[src/css_pkg.sv]
/*
 * css_pkg: constants and carrier types for the controller status summary block.
 * assumes: one 40 MHz clock, synchronous active-high reset, AHB-Lite register access.
 */
`default_nettype none

package css_pkg;

    // printed offsets are register indexes; byte address is four times the index
    localparam logic [15:0] CSS_IDX_SUMMARY = 16'h0000;
    localparam logic [15:0] CSS_IDX_CHANNEL = 16'h0001;
    localparam logic [15:0] CSS_IDX_IRQ_STAT = 16'h0002;
    localparam logic [15:0] CSS_IDX_IRQ_MASK = 16'h0003;
    localparam logic [15:0] CSS_IDX_CHAN_SEL = 16'h0004;
    localparam int CSS_ADDR_LSB = 2;
    localparam int CSS_IDX_W = 3;

    // channel status word bit positions
    localparam int CSS_CH_SELF_TUNING = 22;
    localparam int CSS_CH_AUTO_TUNING = 23;
    localparam int CSS_CH_STOPPED = 24;
    localparam int CSS_CH_WRITE_EN = 25;
    localparam int CSS_CH_MANUAL = 26;
    localparam int CSS_CH_REMOTE_SP = 27;
    localparam int CSS_CH_SETPOINT_RAMP = 30;

    // device summary word bit positions
    localparam int CSS_SUM_MEMORY = 0;
    localparam int CSS_SUM_CONFIG = 1;
    localparam int CSS_SUM_CHANNEL = 2;
    localparam int CSS_SUM_EXP_COMM = 4;
    localparam int CSS_SUM_IO_ERR = 10;
    localparam int CSS_SUM_LOW_ERR = 11;
    localparam int CSS_SUM_IO_ALM = 12;
    localparam int CSS_SUM_LOW_ALM = 13;
    localparam int CSS_SUM_IO_NOTE = 14;

    // reset values
    localparam logic [15:0] CSS_MASK_RST = 16'h0000;
    localparam logic [15:0] CSS_STAT_RST = 16'h0000;
    localparam logic [1:0] CSS_SEL_RST = 2'h0;

    // AHB transfer type and size codes
    localparam logic [1:0] CSS_HTRANS_NONSEQ = 2'h2;
    localparam logic [2:0] CSS_HSIZE_WORD = 3'h2;

    // per-channel operating state as seen by the status word
    typedef struct packed {
        logic self_tuning;
        logic auto_tuning;
        logic stopped;
        logic manual;
        logic remote_setpoint;
        logic setpoint_ramp;
    } css_chan_t;

    // detailed device condition vectors behind the summary bits
    typedef struct packed {
        logic [15:0] memory_err;
        logic [15:0] config_err;
        logic [15:0] channel_err;
        logic [15:0] exp_comm_err;
        logic [15:0] io_err;
        logic [15:0] low_io_err;
        logic [15:0] io_alarm;
        logic [15:0] low_io_alarm;
        logic [15:0] io_notice;
    } css_detail_t;

    // AHB address phase capture
    typedef struct packed {
        logic valid;
        logic write;
        logic [CSS_IDX_W-1:0] idx;
        logic hit;
    } css_aphase_t;

endpackage : css_pkg

`default_nettype wire

[src/css_status_regs.sv]
/*
 * css_status_regs: read-only channel and device summary status words behind an
 * AHB-Lite slave, with sticky event flags, a mask and one level interrupt.
 * assumes: one clock, synchronous reset, status inputs synchronous to clk,
 * single word transfers only.
 */
// Added by the designer: register access over AHB-Lite.
// Operation
// - bit 22 shows self-tuning executing
// - bit 23 shows auto-tuning in progress
// - bit 24 is one when stopped
// - bit 25 always reads one
// - bit 26 is one in manual
// - bit 27 is one for remote setpoint
// - bit 30 is one while ramp executes
// - summary bit 0 flags memory error
// - summary bit 1 flags configuration error
// - summary bit 2 flags any channel error
// - summary bit 4 flags expansion link failure
// - summary bit 10 flags own I/O error
// - summary bit 11 flags expansion unit error
// - summary bit 12 flags own I/O alarm
// - summary bit 13 flags expansion unit alarm
// - summary bit 14 flags I/O notification
`default_nettype none

module css_status_regs
    import css_pkg::*;
#(
    parameter int NUM_CHAN = 4
) (
    // clock and reset
    input wire logic clk,
    input wire logic reset,
    // ahb-lite slave
    input wire logic hsel,
    input wire logic [31:0] haddr,
    input wire logic [1:0] htrans,
    input wire logic hwrite,
    input wire logic [2:0] hsize,
    input wire logic [31:0] hwdata,
    input wire logic hready,
    output logic [31:0] hrdata,
    output logic hreadyout,
    output logic hresp,
    // controller state
    input wire css_chan_t [NUM_CHAN-1:0] chan_state,
    input wire css_detail_t detail,
    // interrupt
    output logic irq
);

    logic [CSS_IDX_W-1:0] sel_idx;
    logic addr_hit;
    logic take;
    css_aphase_t ap_r;
    css_aphase_t ap_nxt;
    logic [31:0] hrdata_r;
    logic [31:0] rd_word;
    logic [15:0] summary;
    logic [31:0] chan_word [NUM_CHAN];
    logic [15:0] stat_r;
    logic [15:0] mask_r;
    logic [1:0] chsel_r;
    logic [15:0] summary_q;
    logic [15:0] rise;
    logic wr_stat;
    logic wr_mask;
    logic wr_sel;
    logic [CSS_IDX_W-1:0] mask_idx;
    logic [CSS_IDX_W-1:0] stat_idx;
    logic [CSS_IDX_W-1:0] sel_reg_idx;
    logic [CSS_IDX_W-1:0] sum_idx;
    logic [CSS_IDX_W-1:0] ch_idx;

    assign sum_idx = CSS_IDX_SUMMARY[CSS_IDX_W-1:0];
    assign ch_idx = CSS_IDX_CHANNEL[CSS_IDX_W-1:0];
    assign stat_idx = CSS_IDX_IRQ_STAT[CSS_IDX_W-1:0];
    assign mask_idx = CSS_IDX_IRQ_MASK[CSS_IDX_W-1:0];
    assign sel_reg_idx = CSS_IDX_CHAN_SEL[CSS_IDX_W-1:0];

    // address phase decode; the slave never waits and always answers okay
    assign sel_idx = haddr[CSS_ADDR_LSB +: CSS_IDX_W];
    assign addr_hit = (haddr[31:CSS_ADDR_LSB+CSS_IDX_W] == '0) &&
                      (sel_idx <= sel_reg_idx);
    assign take = hsel && hready && (htrans == CSS_HTRANS_NONSEQ);
    assign hreadyout = 1'b1;
    assign hresp = 1'b0;
    assign hrdata = hrdata_r;

    always_comb begin
        ap_nxt.valid = take;
        ap_nxt.write = take && hwrite;
        ap_nxt.idx = sel_idx;
        ap_nxt.hit = addr_hit;
    end

    // summary bits follow their detail vectors directly, no host clearing
    always_comb begin
        summary = '0;
        summary[CSS_SUM_MEMORY] = |detail.memory_err;
        summary[CSS_SUM_CONFIG] = |detail.config_err;
        summary[CSS_SUM_CHANNEL] = |detail.channel_err;
        summary[CSS_SUM_EXP_COMM] = |detail.exp_comm_err;
        summary[CSS_SUM_IO_ERR] = |detail.io_err;
        summary[CSS_SUM_LOW_ERR] = |detail.low_io_err;
        summary[CSS_SUM_IO_ALM] = |detail.io_alarm;
        summary[CSS_SUM_LOW_ALM] = |detail.low_io_alarm;
        summary[CSS_SUM_IO_NOTE] = |detail.io_notice;
    end

    // one upper status word per channel; lower bits belong to other logic
    for (genvar c = 0; c < NUM_CHAN; c++) begin : g_chan
        always_comb begin
            chan_word[c] = '0;
            chan_word[c][CSS_CH_SELF_TUNING] = chan_state[c].self_tuning;
            chan_word[c][CSS_CH_AUTO_TUNING] = chan_state[c].auto_tuning;
            chan_word[c][CSS_CH_STOPPED] = chan_state[c].stopped;
            chan_word[c][CSS_CH_WRITE_EN] = 1'b1;
            chan_word[c][CSS_CH_MANUAL] = chan_state[c].manual;
            chan_word[c][CSS_CH_REMOTE_SP] = chan_state[c].remote_setpoint;
            chan_word[c][CSS_CH_SETPOINT_RAMP] = chan_state[c].setpoint_ramp;
        end
    end

    // read mux; unmapped indexes read zero
    always_comb begin
        rd_word = '0;
        if (ap_nxt.hit) begin
            case (sel_idx)
                sum_idx: rd_word = {16'h0000, summary};
                ch_idx: rd_word = chan_word[chsel_r];
                stat_idx: rd_word = {16'h0000, stat_r};
                mask_idx: rd_word = {16'h0000, mask_r};
                sel_reg_idx: rd_word = {30'h00000000, chsel_r};
                default: rd_word = '0;
            endcase
        end
    end

    // status words have no write path: only flags, mask and selector take writes
    assign wr_stat = ap_r.write && ap_r.hit && (ap_r.idx == stat_idx);
    assign wr_mask = ap_r.write && ap_r.hit && (ap_r.idx == mask_idx);
    assign wr_sel = ap_r.write && ap_r.hit && (ap_r.idx == sel_reg_idx);
    assign rise = summary & ~summary_q;

    // capture address phase; read data is sampled early so it stands in the data phase
    always_ff @(posedge clk) begin
        if (reset) begin
            ap_r <= '0;
            hrdata_r <= '0;
        end else begin
            ap_r <= ap_nxt;
            if (take && !hwrite) begin
                hrdata_r <= rd_word;
            end
        end
    end

    // a new summary rise wins over a write-one clear in the same cycle
    always_ff @(posedge clk) begin
        if (reset) begin
            summary_q <= CSS_STAT_RST;
            stat_r <= CSS_STAT_RST;
            mask_r <= CSS_MASK_RST;
            chsel_r <= CSS_SEL_RST;
        end else begin
            summary_q <= summary;
            stat_r <= (stat_r & ~(wr_stat ? hwdata[15:0] : 16'h0000)) | rise;
            if (wr_mask) begin
                mask_r <= hwdata[15:0];
            end
            if (wr_sel) begin
                chsel_r <= hwdata[1:0];
            end
        end
    end

    assign irq = |(stat_r & mask_r);
endmodule : css_status_regs

`default_nettype wire

[config.mk]
export PLATFORM = sky130hd
export DESIGN_NAME = css_status_regs
export DESIGN_NICKNAME = d
export VERILOG_FILES = /design/src/css_pkg.sv /design/src/css_status_regs.sv
export SDC_FILE = /design/constraint.sdc
export NUM_CORES = 1
export LEC_CHECK = 0
export BUFFER_PORTS_ARGS = -buffer_cell sky130_fd_sc_hd__clkbuf_2
export CAP_MARGIN = 40
export CORE_AREA = 3 3 105 107
export DETAILED_ROUTE_END_ITERATION = 16
export DIE_AREA = 0 0 108 110
export GPL_TIMING_DRIVEN = 0
export PLACE_DENSITY = 0.69
export SYNTH_ARGS = -nofsm -noshare
export SYNTH_HDL_FRONTEND = slang
export SYNTH_SLANG_ARGS = --single-unit
[constraint.sdc]
create_clock -name clk -period 4.28 [get_ports clk]
set_input_delay 0.856 -clock clk [delete_from_list [all_inputs] [get_ports clk]]
set_output_delay 0.856 -clock clk [all_outputs]
set_load 0.02 [all_outputs]
==> results.txt, run 1 <==
Outcome - completed
Total gr overflow - 0
Cells after synthesis - 361
Finished Layout Cells - 763
Final clock skew - 0.008203 ns
CTS Buffer Depth - 2
Register area share after synthesis - 42.28%
CP Max Fanout - 3
R2r endpoint - stat_r[12]
Synthesized flop and latch total - 71
# Post-CTS Setup Buffers - 0
Flip-flop and latch area - 1421 um2
Synth area leader - dfxtp_1
Wire per inst - 14.52 um
CP Launch Type - register
I/O pin count - 277
Core Box Area - 10,230 um2
Reg2reg start - ap_r[0]
Achievable frequency - 0.4137 GHz
Pin count of the biggest net entering global routing - 12
Pleak - 2.464 nW
Initial antenna violation count - 0
IO Port Bufs - 242
H-tree depth - 3
Reg2reg path depth - 6
Ratio of cells with drive above 1 in the final layout - 45.77%
Slew Limit Fails - 0
Period utilisation layout - 56.47%
TritonCTS clock tree - yes
Setup Slack @ Placement - 1.953 ns
Clk slew on worst S/H paths - 0.07 ns
Post-synth ARST share - 0%
MaxCap Viol Count - 0
Routed Antenna Nets - 0
Die width - 108 um
Top post-synthesis cells by area - dfxtp_1 42%, mux2i_1 9.5%, nor4_1 7.6%
WHS Path Cells - 2
Crit. End Element - output port
CTS buffer count - 9
Synth Flop Type - dfxtp_1
GR Util All Layers - 17.88%
HPWL after DPL - 9334 um
Syn_area_per_cell - 9.313 um2
Hold slack - 0.4482 ns
Post-synth EDFFs - 0
Setup violators final - 0
Die ar. - 11,880 um2
Clock latency on the worst-skew pair - 0.34 ns
HP Class - register to register
CTS root buffer - clkbuf_8
Tightest Pin Transition - 0.6743 ns
Fin util - 48.48%
Clock sink count - 71
Die Y - 110 um
Slew headroom - 55.05%
Post-layout min period - 2.417 ns
Starting Density - 32.86%
P_int - 1.032 mW
Comb power frac - 13.8%
Count of cell types in the netlist - 38
First-pass GRT wire length - 16,820 um
Multi-input combinational cell area - 1804 um2
Placed Area - 4777 um2
R2r setup slk - 2.61 ns
Vias in the first global route - 3,725
Routed vias - 3,661
Post-Layout Inst Area - 4960 um2
RSZ-0062 raised after global routing - false
Power per cell area - 274.2 nW/um2
Crit path kind - register to output port
Worst Slack Setup Final - 1.863 ns
Synthesis-to-layout area growth - 47.53%
Final setup TNS - 0 ns
Hold_sp - hrdata[7]
Total Power - 1.360 mW
Yosys warning count - 0
Flop pwr share - 50.0%
Vias per cell - 4.798
CP Data Arrival Time - 1.56 ns
# fillers - 985
Initial DRC Count - 222
Post-CTS Resized - 0
Routed wire length - 11,080 um
Maximum VDD drop - 0.0001448 V
Switching share of total power - 24.15%
CTS Hold Bufs - 0
Crit path required time - 3.42 ns
Mapped cell area - 3362 um2
Placed cells - 748
Drt pass-1 iters - 4
FP Rows - 37
ANT cells - 0
RD Place Congestion - 0.8736
Final Hold Viols - 0
DRC Markers - 0
Sw power - 0.3285 mW
Clk pwr share - 36.2%
WHS Endpoint - hrdata[7]
Synth top area share - 42.28%
Nets - 865
worst max path at each step:
stage	start	end	slack, ns
after floorplan	htrans[0]	hrdata[30]	2.31
after global placement	reset	ap_r[0]	1.99
after detailed placement	reset	mask_r[13]	1.95
after CTS	stat_r[7]	irq	1.85
after global routing	stat_r[7]	irq	1.76
final	stat_r[6]	irq	1.86
layer usage:
metal  vias up  track usage, %  wire length (um)
met3        13           3.029               676
li1       1845               -                 -
met2       138           33.75              5966
met1      1665           20.28              4250
met4         0           6.222               187
met5         -               0                 0
area by class of cell:
| type | instances | share of cell area (%) |
|---|---|---|
| repair buffers | 242 | 24.42 |
| well taps | 136 | 3.431 |
| clock buffers | 12 | 3.330 |
| flip-flops and latches | 71 | 28.66 |
| multi-input cells | 269 | 36.38 |
| clock inverters | 3 | 0.3532 |
| plain buffers | 29 | 3.355 |
| inverters | 1 | 0.07568 |
cells by family (layout without fill, tap and decap cells):
logic type | after synthesis | count (layout) | synth area share (%)
compound gates | 62 | 62 | 12.36
buf+inv | 30 | 287 | 5.061
flops | 71 | 71 | 42.28
mux | 38 | 38 | 13.55
other cells | 2 | 11 | 0.2234
simple gates | 158 | 158 | 26.54
sequential cells by signal, indices dropped and copies added, names as in the netlist:
| signal | cells |
|---|---|
| mask_r | 16 |
| stat_r | 16 |
| ap_r | 5 |
| summary_q | 9 |
| chsel_r | 2 |
| hrdata | 23 |
cell usage in the layout (no fill, tap or decap), drive strengths merged, types with 3 or more instances in the layout:
master and instances:
and4 9, a21oi 17, mux2i 32, mux4 6, o21ai 15, nor4 43
nor3 3, clkbuf 265, dfxtp 71, nand2 29, buf 18, nand4 3
conb 11, a22o 19, a221oi 4, nor2 51, nand2b 7
synthesized netlist by cell type, drive strengths merged (4+ instances only):
cell type,n
and4,9
nand2,29
a221oi,4
dfxtp,71
clkbuf,11
buf,18
o21ai,15
mux4,6
a21oi,17
mux2i,32
nand2b,7
nor4,43
a22o,19
nor2,51
power groups by stage:
stage / registers [mW] / logic [mW] / clock network (mW)
6_report: 0.680 / 0.188 / 0.492
4_1_cts: 0.680 / 0.189 / 0.501
3_3_place_gp: 0.695 / 0.183 / 0
5_1_grt: 0.682 / 0.208 / 0.538
2_1_floorplan: 0.693 / 0.0692 / 0
3_5_place_dp: 0.695 / 0.188 / 0
critical path, cell delays in order, from the launching register on:
cell and delay (ns):
dfxtp_1 0.34, a22o_1 0.25, a221oi_1 0.25, nand4_1 0.18, clkbuf_2 0.20
No activity file was read; power rests on OpenSTA's default activity.
==> inputs of run 2 (changes only) <==
Settings changed: CORE_AREA 3 3 105 107 to 3 3 131 82, DIE_AREA 0 0 108 110 to 0 0 134 85, PLACE_DENSITY 0.69 to 0.76.
Clock period 4.28 ns to 2.1 ns, I/O delays scaled along.
==> results.txt, run 2 (synthesis results as in run 1) <==
Outcome - completed
Final Hold Viols - 0 (unchanged)
HPWL after DPL - 9807 um (+5.1%)
Routed Antenna Nets - 0 (unchanged)
Starting Density - 34.64% (+1.8 points)
WL met2 - 6153 um (+3.1%)
GR Util All Layers - 20.16% (+2.3 points)
R2r endpoint - stat_r[14]
FP Rows - 28 (-24%)
Crit. End Element - output port
Nets - 865 (unchanged)
RSZ-0062 raised after global routing - false
Met3 WL - 1253 um (+85%)
Power per cell area - 628.4 nW/um2 (+130%)
Final clock skew - 0.005545 ns (-0.002658 ns)
Reg2reg start - ap_r[4]
Core Box Area - 9704 um2 (-5.1%)
CTS Hold Bufs - 0 (unchanged)
Die width - 134 um (+24%)
RD Place Congestion - 0.8265 (-5.4%)
IO Port Bufs - 242 (unchanged)
HP Class - input port to register
Top sig layer - met4
ANT cells - 0 (unchanged)
CTS buffer count - 9 (unchanged)
Total gr overflow - 0 (unchanged)
Wire length on met1 - 4512 um (+6.2%)
Critical Path Start - stat_r[6]
Crit path required time - 1.68 ns (-1.74 ns)
Most common cell after layout, fill and taps aside - clkbuf_2
WHS Path Cells - 2 (unchanged)
Max reg flops - 23 (unchanged)
Most frequent cells in the layout - 242 x clkbuf_2, 71 x dfxtp_1, 51 x nor2_1
Reg2reg path depth - 6 (unchanged)
Comb power frac - 12.3% (-1.5 points)
Ratio of cells with drive above 1 in the final layout - 45.86% (+0.086 points)
MaxCap Viol Count - 0 (unchanged)
Setup violators final - 0 (unchanged)
CTS Buffer Depth - 2 (unchanged)
P_int - 2.389 mW (+130%)
Total Power - 3.173 mW (+130%)
Synthesis-to-layout area growth - 50.17%
Clk pwr share - 43.9% (+7.7 points)
TritonCTS clock tree - yes
Initial antenna violation count - 0 (unchanged)
Switching share of total power - 24.69% (+0.54 points)
Post-CTS Resized - 0 (unchanged)
Wire per inst - 15.74 um (+8.4%)
Post-layout min period - 1.897 ns
Die Y - 85 um (-23%)
Period utilisation layout - 90.34%
Pleak - 2.502 nW (+1.5%)
Drt pass-1 iters - 5 (+1)
CP Launch Type - register
I/O pin count - 277 (unchanged)
Final setup TNS - 0 ns (unchanged)
Maximum VDD drop - 0.0003197 V (+120%)
Vias in the first global route - 3,904 (+4.8%)
Vias per cell - 4.984 (+3.9%)
Initial DRC Count - 197 (-11%)
Slew headroom - 47.01% (-8.0 points)
Achievable frequency - 0.5271 GHz
Hold_sp - hwdata[8]
Routed vias - 3,803 (+3.9%)
CTS root buffer - clkbuf_16
Slew Limit Fails - 0 (unchanged)
Pin count of the biggest net entering global routing - 14 (+2)
Clk slew on worst S/H paths - 0.06 ns (about the same)
Routed wire length - 12,010 um (+8.4%)
Sw power - 0.7834 mW (+140%)
Crit path kind - register to output port
CP Data Arrival Time - 1.48 ns (-0.08 ns)
H-tree depth - 3 (unchanged)
Tightest Pin Transition - 0.7906 ns (+0.1163 ns)
Clock latency on the worst-skew pair - 0.33 ns (about the same)
Die ar. - 11,390 um2 (-4.1%)
DRC Markers - 0 (unchanged)
Flop pwr share - 43.8% (-6.2 points)
First-pass GRT wire length - 18,240 um (+8.4%)
WHS Endpoint - stat_r[8]
CP Max Fanout - 3 (unchanged)
R2r setup slk - 0.35 ns (-2.26 ns)
# Post-CTS Setup Buffers - 0 (unchanged)
Clock sink count - 71 (unchanged)
## run 2: power by group through the flow
stage / sequential (mW) / combinational (mW) / clock, mW
after floorplan: 1.41 / 0.141 / 0
after global placement: 1.42 / 0.374 / 0
after detailed placement: 1.42 / 0.386 / 0
after CTS: 1.39 / 0.389 / 1.41
after global routing: 1.39 / 0.426 / 1.46
final: 1.39 / 0.390 / 1.39
## run 2: worst max path at each step
stage | end | slack, ns | depth (start not counted)
finish | irq | 0.20 | 4
global route | irq | 0.10 | 4
CTS | irq | 0.16 | 4
detailed placement | summary_q[1] | 0.08 | 4
global placement | summary_q[4] | 0.11 | 4
floorplan | hrdata[30] | 0.56 | 6
## run 2: layout make-up
class | count | area (um2)
Fill cell | 908 | 4656
Multi-Input combinational cell | 269 | 1804
Sequential cell | 71 | 1421
Timing Repair Buffer | 242 | 1211
Clock buffer | 9 | 225.2
Tap cell | 135 | 168.9
Buffer | 29 | 166.4
Clock inverter | 7 | 47.55
Inverter | 1 | 3.754
## run 2: per-layer routing
metal / track usage (%) / vias to the layer above
met4: 3.735 / 0
met3: 6.102 / 10
met1: 23.04 / 1758
met2: 37.65 / 191
li1: - / 1844
met5: 0 / -
## run 2: stage by stage
stage / worst slack [ns] / hold slack [ns] / utilization [%] / area, um2 / std cells
floorplan: 0.5642 / 0.4389 / - / 3396 / 370
global placement: 0.1135 / 0.4388 / 49.21 / 4776 / 747
detailed placement: 0.07557 / 0.4438 / 49.21 / 4776 / 747
CTS: 0.1604 / 0.2659 / 52.02 / 5049 / 763
global route: 0.1050 / 0.2788 / 52.02 / 5049 / 763
finish: 0.2028 / 0.2723 / 52.02 / 5049 / 763
## run 2: critical path: stages, from the launching register on
cell and delay [ns]:
dfxtp_1 0.33, a22o_1 0.25, a221oi_1 0.27, nand4_1 0.12
clkbuf_2 0.18
